===== src/rtl/flash_cfg_pkg.sv =====
package flash_cfg_pkg;

  // Command codes
  localparam logic [7:0] CMD_WRITE_REGS       = 8'h01;
  localparam logic [7:0] CMD_READ_STATUS_ONE  = 8'h05;
  localparam logic [7:0] CMD_WRITE_ENABLE     = 8'h06;
  localparam logic [7:0] CMD_READ_STATUS_TWO  = 8'h07;
  localparam logic [7:0] CMD_BOOT_REG_READ    = 8'h14;
  localparam logic [7:0] CMD_BOOT_REG_WRITE   = 8'h15;
  localparam logic [7:0] CMD_READ_CONFIG_ONE  = 8'h35;
  localparam logic [7:0] CMD_SOFT_RESET       = 8'hF0;

  // config_one field positions
  localparam int CFG_LC_HI       = 7;
  localparam int CFG_LC_LO       = 6;
  localparam int CFG_PROT_BOTTOM = 5;
  localparam int CFG_BP_VOLATILE = 3;
  localparam int CFG_PARAM_TOP   = 2;
  localparam int CFG_QUAD        = 1;
  localparam int CFG_LOCK        = 0;

  // One-time settable bits, and those the lock freezes
  localparam logic [7:0] CFG_OTP_MASK    = 8'h2C;
  localparam logic [7:0] CFG_FROZEN_MASK = 8'h24;

  // status_reg_one field positions
  localparam int STS_PROG_ERR = 6;
  localparam int STS_BP_HI    = 4;
  localparam int STS_BP_LO    = 2;
  localparam int STS_WEL      = 1;

  // suspend_status field positions
  localparam int SUSP_ERASE = 1;
  localparam int SUSP_PROG  = 0;

  // boot_read_config field positions
  localparam int BOOT_ADDR_HI = 31;
  localparam int BOOT_ADDR_LO = 9;
  localparam int BOOT_DLY_HI  = 8;
  localparam int BOOT_DLY_LO  = 1;
  localparam int BOOT_EN      = 0;

  // Reset and load values
  localparam logic [7:0]  CONFIG_ONE_RST   = 8'h00;
  localparam logic [31:0] BOOT_REG_RST     = 32'h0000_0000;
  localparam logic [2:0]  BP_LEVEL_RST     = 3'h0;
  localparam logic [2:0]  BP_VOLATILE_LOAD = 3'h7;
  // Pin sync reset: {reset, hold, wp, si, cs, sck}
  localparam logic [5:0]  PIN_SYNC_RST     = 6'h3A;

  // DDR mode cycles per read kind
  localparam logic [2:0] MODE_DDR_FAST = 3'h4;
  localparam logic [2:0] MODE_DDR_DUAL = 3'h2;
  localparam logic [2:0] MODE_DDR_QUAD = 3'h1;
  // DDR dummy cycles, one nibble per latency code (nibble n = code n)
  localparam logic [15:0] DUMMY_DDR_FAST = 16'h1542;
  localparam logic [15:0] DUMMY_DDR_DUAL = 16'h2654;
  localparam logic [15:0] DUMMY_DDR_QUAD = 16'h3876;

  typedef enum logic [1:0] {
    DDR_FAST_READ,
    DDR_DUAL_READ,
    DDR_QUAD_READ
  } ddr_read_kind_t;

  typedef enum logic [2:0] {
    ST_IDLE,
    ST_CMD,
    ST_WRITE,
    ST_READ,
    ST_SKIP,
    ST_BOOT
  } link_state_t;

endpackage : flash_cfg_pkg


===== src/rtl/latency_if.sv =====
`timescale 1ns/1ns
interface latency_if;
  import flash_cfg_pkg::*;
  ddr_read_kind_t kind;
  logic [1:0]     code;
  logic [2:0]     mode;
  logic [3:0]     dummy;
  modport client (output kind, output code, input mode, input dummy);
  modport lookup (input kind, input code, output mode, output dummy);
endinterface : latency_if


===== src/rtl/ddr_latency_table.sv =====
`timescale 1ns/1ns
module ddr_latency_table
  import flash_cfg_pkg::*;
(
  // Lookup port
  latency_if.lookup lat
);

  logic [15:0] dummy_row;

  // Mode and dummy cycles per read kind and latency code
  always_comb begin
    case (lat.kind)
      DDR_FAST_READ: begin
        lat.mode  = MODE_DDR_FAST;
        dummy_row = DUMMY_DDR_FAST;
      end
      DDR_DUAL_READ: begin
        lat.mode  = MODE_DDR_DUAL;
        dummy_row = DUMMY_DDR_DUAL;
      end
      DDR_QUAD_READ: begin
        lat.mode  = MODE_DDR_QUAD;
        dummy_row = DUMMY_DDR_QUAD;
      end
      default: begin
        lat.mode  = 3'h0;
        dummy_row = 16'h0000;
      end
    endcase
    lat.dummy = dummy_row[{lat.code, 2'b00} +: 4];
  end

endmodule : ddr_latency_table


===== src/rtl/flash_config_status_regs.sv =====
`timescale 1ns/1ns
module flash_config_status_regs
  import flash_cfg_pkg::*;
(
  // Clock and reset
  input  wire logic           i_sys_clk,
  input  wire logic           i_rst_b,
  // Serial link pins
  input  wire logic           i_sck,
  input  wire logic           i_cs_b,
  input  wire logic           i_si,
  input  wire logic           i_wp_b,
  input  wire logic           i_hold_b,
  input  wire logic           i_reset_b,
  output logic                o_so,
  output logic                o_so_oe_b,
  // Array engine side
  input  wire logic           i_erase_suspended,
  input  wire logic           i_program_suspended,
  input  wire logic           i_uniform_sectors,
  input  wire ddr_read_kind_t i_ddr_read_kind,
  input  wire logic [7:0]     i_array_byte,
  output logic [31:0]         o_array_addr,
  output logic                o_boot_active,
  // Configuration towards the array
  output logic [1:0]          o_latency_code,
  output logic [2:0]          o_ddr_mode_cycles,
  output logic [3:0]          o_ddr_dummy_cycles,
  output logic [2:0]          o_block_prot_level,
  output logic                o_protect_from_bottom,
  output logic                o_param_sector_top,
  output logic                o_protection_locked,
  output logic                o_program_error,
  output logic                o_quad_en,
  output logic                o_wp_b_int,
  output logic                o_hold_b_int,
  output logic                o_data_line_two,
  output logic                o_data_line_three
);

  logic [5:0]  pin_meta;
  logic [5:0]  pin_sync;
  logic        sck_d;
  logic        cs_d;
  logic        sck_s;
  logic        cs_s;
  logic        si_s;
  logic        wp_s;
  logic        hold_s;
  logic        hw_low;
  logic        link_run;
  logic        sck_rise;
  logic        sck_fall;
  logic        cs_rise;
  logic        cs_fall;
  link_state_t st;
  link_state_t next_st;
  logic [2:0]  bit_cnt;
  logic [2:0]  byte_cnt;
  logic [7:0]  in_sh;
  logic [7:0]  byte_val;
  logic        byte_done;
  logic [7:0]  cmd;
  logic [31:0] wr_buf;
  logic [31:0] out_sh;
  logic [31:0] rd_word;
  logic [7:0]  boot_dcnt;
  logic [2:0]  boot_bit;
  logic        boot_shift;
  logic        boot_go;
  logic [7:0]  config_one;
  logic [7:0]  next_config_one;
  logic [2:0]  bp_level;
  logic [2:0]  next_bp_level;
  logic        wr_err;
  logic        prog_err;
  logic        wel;
  logic [31:0] boot_read_config;
  logic        boot_armed;
  logic        por_pending;
  logic        reset_load;
  logic        hard_reset;
  logic        wrr_commit;
  logic        boot_commit;
  logic        short_cmd;
  logic        soft_reset;
  logic [7:0]  status_one;
  logic [7:0]  status_two;
  logic [7:0]  otp_open;
  logic [7:0]  boot_delay;
  latency_if   lat ();

  // Two-stage sync of all pins, third stage for edges
  always_ff @(posedge i_sys_clk or negedge i_rst_b) begin
    if (!i_rst_b) begin
      pin_meta <= PIN_SYNC_RST;
      pin_sync <= PIN_SYNC_RST;
      sck_d    <= 1'b0;
      cs_d     <= 1'b1;
    end else begin
      pin_meta <= {i_reset_b, i_hold_b, i_wp_b, i_si, i_cs_b, i_sck};
      pin_sync <= pin_meta;
      sck_d    <= pin_sync[0];
      cs_d     <= pin_sync[1];
    end
  end

  assign sck_s  = pin_sync[0];
  assign cs_s   = pin_sync[1];
  assign si_s   = pin_sync[2];
  assign wp_s   = pin_sync[3];
  assign hold_s = pin_sync[4];
  assign hw_low = ~pin_sync[5];

  // Pause pin only acts outside four-bit width
  assign link_run = ~cs_s & (config_one[CFG_QUAD] | hold_s);
  assign sck_rise = link_run & sck_s & ~sck_d;
  assign sck_fall = link_run & ~sck_s & sck_d;
  assign cs_rise  = cs_s & ~cs_d;
  assign cs_fall  = ~cs_s & cs_d;
  assign boot_go  = cs_fall & boot_armed & boot_read_config[BOOT_EN];

  // Serial input always on the single line
  assign byte_val  = {in_sh[6:0], si_s};
  assign byte_done = (bit_cnt == 3'h7);

  assign status_one = {1'b0, prog_err, 1'b0, bp_level, wel, 1'b0};
  assign status_two = {6'h00, i_erase_suspended, i_program_suspended};
  assign boot_delay = boot_read_config[BOOT_DLY_HI:BOOT_DLY_LO];

  // Command decode and read word selection
  always_comb begin
    next_st = ST_SKIP;
    rd_word = 32'h0000_0000;
    case (byte_val)
      CMD_WRITE_REGS, CMD_BOOT_REG_WRITE: next_st = ST_WRITE;
      CMD_READ_STATUS_ONE: begin
        next_st = ST_READ;
        rd_word = {4{status_one}};
      end
      CMD_READ_CONFIG_ONE: begin
        next_st = ST_READ;
        rd_word = {4{config_one}};
      end
      CMD_READ_STATUS_TWO: begin
        next_st = ST_READ;
        rd_word = {4{status_two}};
      end
      CMD_BOOT_REG_READ: begin
        next_st = ST_READ;
        rd_word = {boot_read_config[7:0], boot_read_config[15:8],
                   boot_read_config[23:16], boot_read_config[31:24]};
      end
      default: next_st = ST_SKIP;
    endcase
  end

  // Link state, bit and byte counting, write capture
  always_ff @(posedge i_sys_clk or negedge i_rst_b) begin
    if (!i_rst_b) begin
      st       <= ST_IDLE;
      bit_cnt  <= 3'h0;
      byte_cnt <= 3'h0;
      in_sh    <= 8'h00;
      cmd      <= 8'h00;
      wr_buf   <= 32'h0000_0000;
    end else if (hw_low || cs_s) begin
      st       <= ST_IDLE;
      bit_cnt  <= 3'h0;
      byte_cnt <= 3'h0;
    end else if (cs_fall) begin
      st     <= boot_go ? ST_BOOT : ST_CMD;
      wr_buf <= 32'h0000_0000;
    end else if (sck_rise) begin
      in_sh   <= byte_val;
      bit_cnt <= bit_cnt + 3'h1;
      if (byte_done) begin
        unique case (st)
          ST_CMD: begin
            cmd <= byte_val;
            st  <= next_st;
          end
          ST_WRITE, ST_READ, ST_SKIP: begin
            if (byte_cnt != 3'h7) begin
              byte_cnt <= byte_cnt + 3'h1;
            end
            if (st == ST_WRITE && !byte_cnt[2]) begin
              wr_buf[{byte_cnt[1:0], 3'b000} +: 8] <= byte_val;
            end
          end
          ST_IDLE, ST_BOOT: begin
            cmd <= cmd;
          end
        endcase
      end
    end
  end

  // Boot output shifts once the start delay has elapsed
  assign boot_shift = (st == ST_BOOT) && sck_fall &&
                      ({1'b0, boot_dcnt} + 9'h001 >= {1'b0, boot_delay});

  // Serial output path for register reads and boot stream
  always_ff @(posedge i_sys_clk or negedge i_rst_b) begin
    if (!i_rst_b) begin
      o_so         <= 1'b0;
      o_so_oe_b    <= 1'b1;
      out_sh       <= 32'h0000_0000;
      boot_dcnt    <= 8'h00;
      boot_bit     <= 3'h0;
      o_array_addr <= 32'h0000_0000;
    end else if (hw_low || cs_s) begin
      o_so_oe_b    <= 1'b1;
      boot_dcnt    <= 8'h00;
      boot_bit     <= 3'h0;
      o_array_addr <= {boot_read_config[BOOT_ADDR_HI:BOOT_ADDR_LO],
                       9'h000};
    end else if (boot_go && boot_delay == 8'h00) begin
      // No delay: first bit goes out with the select edge
      o_so         <= i_array_byte[7];
      o_so_oe_b    <= 1'b0;
      out_sh[31:24] <= {i_array_byte[6:0], 1'b0};
      boot_bit     <= 3'h1;
    end else if (boot_shift) begin
      o_so_oe_b <= 1'b0;
      boot_dcnt <= boot_delay;
      boot_bit  <= boot_bit + 3'h1;
      if (boot_bit == 3'h0) begin
        o_so          <= i_array_byte[7];
        out_sh[31:24] <= {i_array_byte[6:0], 1'b0};
      end else begin
        o_so          <= out_sh[31];
        out_sh[31:24] <= {out_sh[30:24], 1'b0};
      end
      if (boot_bit == 3'h7) begin
        o_array_addr <= o_array_addr + 32'h0000_0001;
      end
    end else if ((st == ST_BOOT) && sck_fall) begin
      boot_dcnt <= boot_dcnt + 8'h01;
    end else if (sck_rise && byte_done && st == ST_CMD) begin
      out_sh <= rd_word;
    end else if (sck_fall && st == ST_READ) begin
      // Rotate so a long read repeats the register
      o_so      <= out_sh[31];
      o_so_oe_b <= 1'b0;
      out_sh    <= {out_sh[30:0], out_sh[31]};
    end
  end

  // Command execution at select release
  assign wrr_commit  = cs_rise && st == ST_WRITE && cmd == CMD_WRITE_REGS &&
                       wel && bit_cnt == 3'h0 && byte_cnt != 3'h0;
  assign boot_commit = cs_rise && st == ST_WRITE &&
                       cmd == CMD_BOOT_REG_WRITE && wel &&
                       bit_cnt == 3'h0 && byte_cnt >= 3'h4;
  assign short_cmd   = cs_rise && st == ST_SKIP && bit_cnt == 3'h0 &&
                       byte_cnt == 3'h0;
  assign soft_reset  = short_cmd && cmd == CMD_SOFT_RESET;
  assign hard_reset  = por_pending | hw_low;
  assign reset_load  = hard_reset | soft_reset;

  // Which one-time bits may still be raised
  assign otp_open = config_one[CFG_LOCK] ?
                    (CFG_OTP_MASK & ~CFG_FROZEN_MASK) :
                    CFG_OTP_MASK;

  // Register write merge with one-time and lock semantics
  always_comb begin
    next_config_one = config_one;
    next_bp_level   = bp_level;
    wr_err          = 1'b0;
    if (wrr_commit) begin
      if (!config_one[CFG_LOCK]) begin
        next_bp_level = wr_buf[STS_BP_HI:STS_BP_LO];
      end
      if (byte_cnt >= 3'h2) begin
        next_config_one[CFG_LC_HI:CFG_LC_LO] =
          wr_buf[8 + CFG_LC_HI -: 2];
        next_config_one[CFG_QUAD] = wr_buf[8 + CFG_QUAD];
        // Lock joins the same write; gating uses the old lock
        next_config_one[CFG_LOCK] = config_one[CFG_LOCK] |
                                    wr_buf[8 + CFG_LOCK];
        next_config_one = (next_config_one & ~otp_open) |
                          ((config_one | wr_buf[15:8]) & otp_open);
        wr_err = |(config_one & ~wr_buf[15:8] & otp_open);
      end
    end
  end

  // Power-on load pending until the first clock after release
  always_ff @(posedge i_sys_clk or negedge i_rst_b) begin
    if (!i_rst_b) begin
      por_pending <= 1'b1;
    end else begin
      por_pending <= 1'b0;
    end
  end

  // Configuration, protection level and error flag
  always_ff @(posedge i_sys_clk or negedge i_rst_b) begin
    if (!i_rst_b) begin
      config_one <= CONFIG_ONE_RST;
      bp_level   <= BP_LEVEL_RST;
      prog_err   <= 1'b0;
    end else begin
      config_one <= next_config_one;
      if (hard_reset) begin
        config_one[CFG_LOCK] <= 1'b0;
      end
      if (reset_load && config_one[CFG_BP_VOLATILE]) begin
        bp_level <= BP_VOLATILE_LOAD;
      end else begin
        bp_level <= next_bp_level;
      end
      // Set wins over the reset clear
      prog_err <= wr_err | (prog_err & ~reset_load);
    end
  end

  // Write enable latch, boot register and boot arming
  always_ff @(posedge i_sys_clk or negedge i_rst_b) begin
    if (!i_rst_b) begin
      wel              <= 1'b0;
      boot_read_config <= BOOT_REG_RST;
      boot_armed       <= 1'b0;
    end else begin
      if (reset_load || (cs_rise && st == ST_WRITE)) begin
        wel <= 1'b0;
      end else if (short_cmd && cmd == CMD_WRITE_ENABLE) begin
        wel <= 1'b1;
      end
      if (boot_commit) begin
        boot_read_config <= wr_buf;
      end
      // Any reset arms; the next select edge disarms
      boot_armed <= reset_load | (boot_armed & ~cs_fall);
    end
  end

  assign lat.kind = i_ddr_read_kind;
  assign lat.code = config_one[CFG_LC_HI:CFG_LC_LO];

  ddr_latency_table u_latency (
    .lat (lat)
  );

  // Registered latency and pin-function outputs
  always_ff @(posedge i_sys_clk or negedge i_rst_b) begin
    if (!i_rst_b) begin
      o_ddr_mode_cycles  <= 3'h0;
      o_ddr_dummy_cycles <= 4'h0;
      o_wp_b_int         <= 1'b1;
      o_hold_b_int       <= 1'b1;
      o_data_line_two    <= 1'b0;
      o_data_line_three  <= 1'b0;
    end else begin
      o_ddr_mode_cycles  <= lat.mode;
      o_ddr_dummy_cycles <= lat.dummy;
      o_wp_b_int   <= config_one[CFG_QUAD] | wp_s;
      o_hold_b_int <= config_one[CFG_QUAD] | hold_s;
      o_data_line_two   <= config_one[CFG_QUAD] & wp_s;
      o_data_line_three <= config_one[CFG_QUAD] & hold_s;
    end
  end

  // Configuration views
  assign o_latency_code        = config_one[CFG_LC_HI:CFG_LC_LO];
  assign o_block_prot_level    = bp_level;
  assign o_protect_from_bottom = config_one[CFG_PROT_BOTTOM];
  assign o_param_sector_top    = config_one[CFG_PARAM_TOP] &
                                 ~i_uniform_sectors;
  assign o_protection_locked   = config_one[CFG_LOCK];
  assign o_program_error       = prog_err;
  assign o_quad_en             = config_one[CFG_QUAD];
  assign o_boot_active         = (st == ST_BOOT);

endmodule : flash_config_status_regs


===== config.mk =====
export PLATFORM = sky130hd
export DESIGN_NAME = flash_config_status_regs
export DESIGN_NICKNAME = d
export VERILOG_FILES = /design/src/rtl/flash_cfg_pkg.sv /design/src/rtl/latency_if.sv /design/src/rtl/ddr_latency_table.sv /design/src/rtl/flash_config_status_regs.sv
export SDC_FILE = /design/constraint.sdc
export NUM_CORES = 1
export LEC_CHECK = 0
export CAP_MARGIN = 5
export CORE_ASPECT_RATIO = 1.2
export CORE_MARGIN = 1.5
export CORE_UTILIZATION = 65
export DETAILED_ROUTE_END_ITERATION = 12
export DONT_BUFFER_PORTS = 1
export GPL_TIMING_DRIVEN = 1
export PLACE_DENSITY = 0.81
export SYNTH_ARGS = -nofsm -noshare
export SYNTH_HDL_FRONTEND = slang
export SYNTH_SLANG_ARGS = --single-unit

===== constraint.sdc =====
create_clock -name i_sys_clk -period 6.6 [get_ports i_sys_clk]
set_clock_uncertainty 0.05 [all_clocks]
set_input_delay 1.32 -clock i_sys_clk [delete_from_list [all_inputs] [get_ports i_sys_clk]]
set_output_delay 1.32 -clock i_sys_clk [all_outputs]
set_load 0.02 [all_outputs]

==> key figures <==
Status
  – Result of the run: completed

Min path
  – Number of instances on the worst hold path: 0
  – Terminating pin of the worst hold path: pin_sync[0]
  – Hold Path Origin: pin_meta[0]
  – Type of the tightest min-delay check: reg -> reg

Clock network
  – Source-to-sink clock delay at the later pin of the worst-skew pair: 490 ps
  – Post-cts sizing count: 0
  – Post-CTS repair timing setup buffer count: 0
  – H-tree Lvls: 1
  – TritonCTS clock tree: yes
  – Cell at the root of the clock tree: sky130_fd_sc_hd__clkbuf_16
  – Count of clock tree sinks: between 200 and 250
  – Inserted Clock Buffers: 21
  – Hold bufs inserted after CTS: 0
  – Maximum clock insertion buffer count: 3
  – Post-CTS clock slew at the launch and capture registers of the worst setup and hold paths: 60 ps

Place
  – Port Buf Inserts: 0
  – Worst slack at placement: 2538 ps
  – RePlAce Congestion: just under 0.9
  – Final HPWL DP: approximately 17,000 microns

Critical path
  – Depth of the critical timing path with buffers and inverters included: 11
  – Required arrival time at the worst endpoint: just under 7000 ps
  – CP Capture Type: flop
  – Launch instance of the worst register-to-register path: boot_dcnt[2]
  – R2r worst-path depth: 11
  – Worst reg2reg setup slack: around 2500 ps
  – WS Path Type: reg -> reg
  – Type of element launching the critical path: flop
  – Cell repeated most along the worst path: sky130_fd_sc_hd__o21ai_1
  – Delay contributed by the slowest stage of the critical path: 1000 ps
  – List of cells traversed by the critical path: nand3_1 -> or2_2 -> nor2_1 -> xor2_1 -> ha_1 -> and2_1 -> a221oi_1 -> o21ai_1 -> o21ai_1 -> mux2i_1 -> o22ai_1
  – Family of cells with the greatest summed delay on the critical path: compound AO/OA/AOI/OAI gates
  – Critical path peak fanout: 14
  – Crit path arrival time: about 4400 ps
  – Endpoint of the most critical register-to-register path: boot_dcnt[3]
  – Critical-path cell with the highest stage delay: sky130_fd_sc_hd__o21ai_1
  – Number of buffers and inverters on the critical path: 0

Finish
  – Fraction of final layout cells sized beyond drive strength 1: 0.1281
  – Synth-to-layout area growth: 6.539%
  – Count of fill cells added during filler insertion: roughly 1,100
  – Diodes inserted: 0
  – Final core utilization: 0.7101
  – Final nets: about 1,100

Floorplanning
  – Initial Util: 0.6665
  – Chip width: around 120 microns
  – # rows: 50
  – Top Ports: 77
  – Height of the die: between 100 and 150 microns
  – Core outline area: approximately 0.016 sq mm
  – Die Area: ~0.017 sq mm

Power and ir drop
  – Cell Pwr Density: roughly 220 mW/mm^2
  – Leakage power total: approximately 4.7 nW
  – Worst IR drop on VDD: 0.0001930 V

Yosys
  – Most used DFF post-synth: sky130_fd_sc_hd__dfrtp_1
  – Summed instance area of the synthesized netlist: roughly 0.010 sq mm
  – Sequential area share after synthesis: 0.4893
  – Nets in the synthesized netlist: about 1,100
  – Number of synthesized register bits: 204
  – Number of flops mapped to enable cells by yosys: 0
  – Yosys Warn Count: 0
  – Async S/R FF share, synth: 1.000
  – Mean instance size in the synthesized netlist: 10.07 sq um
  – Number of different library cells in the post-synthesis netlist: 84
  – Count of mapped cells out of synthesis: about 1,000

STA
  – Upper clock frequency limit: around 240 MHz
  – Final Hold Violating Endpoints: 0
  – Fin worst setup slack: between 2000 and 3000 ps
  – Minimum clock period after layout: between 4000 and 5000 ps
  – Headroom to the max-slew limit: 0.2093
  – Post-route setup TNS: 0 ps
  – Worst Max-Slew Pin Slew: ~1200 ps
  – Final number of max-transition violations: 0
  – Final setup violation count: 0
  – Unrepaired setup endpoints after global routing: no
  – Period utilisation layout: 0.6209

Global route
  – Antenna violations before repair: 0
  – Maximum number of pins on one net before global-route repair: 205
  – Number of global-route vias before repair: between 7,000 and 8,000
  – Total overflow reported by the global router: 0
  – All-Layer GR Usage: 0.2965
  – Wire length of the first global-routing pass: between 30,000 and 40,000 microns

Drt
  – DR DRC count: 0
  – Vias per cell: 6.383
  – Post-DRT Antenna Nets: 0
  – Per-cell routed wire length: between 20 and 25 microns
  – Number of vias in the routed layout: 7,857
  – Final wirelength: about 25,000 microns
  – First-pass detailed-route iteration total: 7
  – DRT iter0 DRCs: 737

Flow run
  – Max-capacitance violation count: 0
==> cells in the final DEF, fill, tap and decap left out, types with 8 or more instances in the layout <==
cell,count
sky130_fd_sc_hd__a211oi_1,34
sky130_fd_sc_hd__a21oi_1,48
sky130_fd_sc_hd__a22o_1,8
sky130_fd_sc_hd__and2_1,8
sky130_fd_sc_hd__and3_1,9
sky130_fd_sc_hd__buf_4,8
sky130_fd_sc_hd__clkbuf_1,8
sky130_fd_sc_hd__clkbuf_16,21
sky130_fd_sc_hd__dfrtp_1,191
sky130_fd_sc_hd__dfstp_2,13
sky130_fd_sc_hd__ha_1,27
sky130_fd_sc_hd__inv_1,49
sky130_fd_sc_hd__mux2_2,53
sky130_fd_sc_hd__mux2i_1,37
sky130_fd_sc_hd__nand2_1,131
sky130_fd_sc_hd__nand3_1,27
sky130_fd_sc_hd__nand4_1,13
sky130_fd_sc_hd__nor2_1,60
sky130_fd_sc_hd__nor2b_1,9
sky130_fd_sc_hd__nor3_1,15
sky130_fd_sc_hd__o21ai_0,59
sky130_fd_sc_hd__o22ai_1,8
sky130_fd_sc_hd__o31ai_1,18
sky130_fd_sc_hd__or3_1,8
sky130_fd_sc_hd__or4_1,9
sky130_fd_sc_hd__xnor2_1,23
==> through the flow <==
step,hold WS [ps],area [sq um],power (mW),cells
finish,298.3,11150,2.425,1231
global route,306.8,11150,2.488,1231
CTS,300.7,11150,2.436,1231
detailed placement,287.9,10530,1.350,1194
global placement,283.5,10530,1.349,1194
floorplan,281.2,10470,1.338,1039
==> per-layer routing <==
layer | track usage | wire (microns) | vias to the layer above
li1 | - | - | 3644
met1 | 0.4051 | 10610 | 3892
met2 | 0.4902 | 11960 | 271
met3 | 0.04527 | 1534 | 50
met4 | 0.1002 | 585 | 0
met5 | 0 | 0 | -
==> sequential cells by signal (all words and copies together), names as in the netlist, 3 cells and up, named ones only <==
| register | cells |
|---|---|
| boot_read_config | 32 |
| o_array_addr | 32 |
| out_sh | 32 |
| wr_buf | 32 |
| boot_dcnt | 8 |
| cmd | 8 |
| in_sh | 7 |
| pin_meta | 6 |
| pin_sync | 6 |
| config_one | 5 |
| o_ddr_dummy_cycles | 4 |
| bit_cnt | 3 |
| boot_bit | 3 |
| byte_cnt | 3 |
| o_block_prot_level | 3 |
| o_ddr_mode_cycles | 3 |
| st | 3 |
==> worst max path at each step <==
stage	start	end	slack [ps]
finish	boot_dcnt[2]	boot_dcnt[3]	2500
global route	boot_dcnt[2]	boot_dcnt[2]	2180
CTS	boot_dcnt[0]	boot_dcnt[4]	2520
detailed placement	boot_dcnt[0]	boot_dcnt[3]	2540
global placement	boot_dcnt[0]	boot_dcnt[6]	2720
floorplan	boot_dcnt[0]	out_sh[25]	3290
==> Yosys cell counts (all sizes together) (18+ instances only) <==
cell,n,area share
clkbuf,38,0.014
ha,27,0.032
dfrtp,191,0.46
nand3,27,0.013
a21oi,49,0.025
mux2,54,0.058
mux2i,37,0.035
o31ai,18,0.013
nor3,18,0.011
o21ai,63,0.030
buf,23,0.012
nand2,132,0.048
inv,49,0.018
nor2,62,0.023
xnor2,23,0.019
a211oi,34,0.024
==> report_power, final <==
group          internal, mW  switching (mW)  leakage (nW)
Sequential             1.27          0.0198          2.74
Clock                 0.623           0.473         0.310
Combinational        0.0165          0.0260          1.64
Total                  1.91           0.519          4.69
==> worst register-to-register path, delay by kind of cell, from the launching register on <==
kind                       cells  cell delay (ps)
DFF                            1              420
xor gates and xnor gates       1              220
and+or+nand+nor                4              910
muxes                          1              280
AOI/OAI and AO/OA              4             1810
adders and majority gates      1              280
==> layout make-up <==
| class | instances | area (sq um) | area share |
|---|---|---|---|
| clock inverters | 5 | 28.78 | 0.002581 |
| inverters | 49 | 183.9 | 0.01649 |
| clock buffers | 32 | 596.8 | 0.05352 |
| multi-input cells | 725 | 4900 | 0.4394 |
| well taps | 208 | 260.3 | 0.02334 |
| repair buffers | 8 | 60.06 | 0.005386 |
| flip-flops and latches | 204 | 5121 | 0.4593 |
==> logic make-up (layout without fill, tap and decap cells) <==
family,count (synthesis),count (layout),synth area share
buf+inv,110,94,0.04340
flops,204,204,0.4893
fa+ha+maj,27,27,0.03228
xor+xnor,30,30,0.02510
simple gates,342,342,0.1688
other cells,1,1,0.0003583
compound gates,234,234,0.1473
mux,91,91,0.09348
Note: power is estimated with default switching activity, not from simulation.
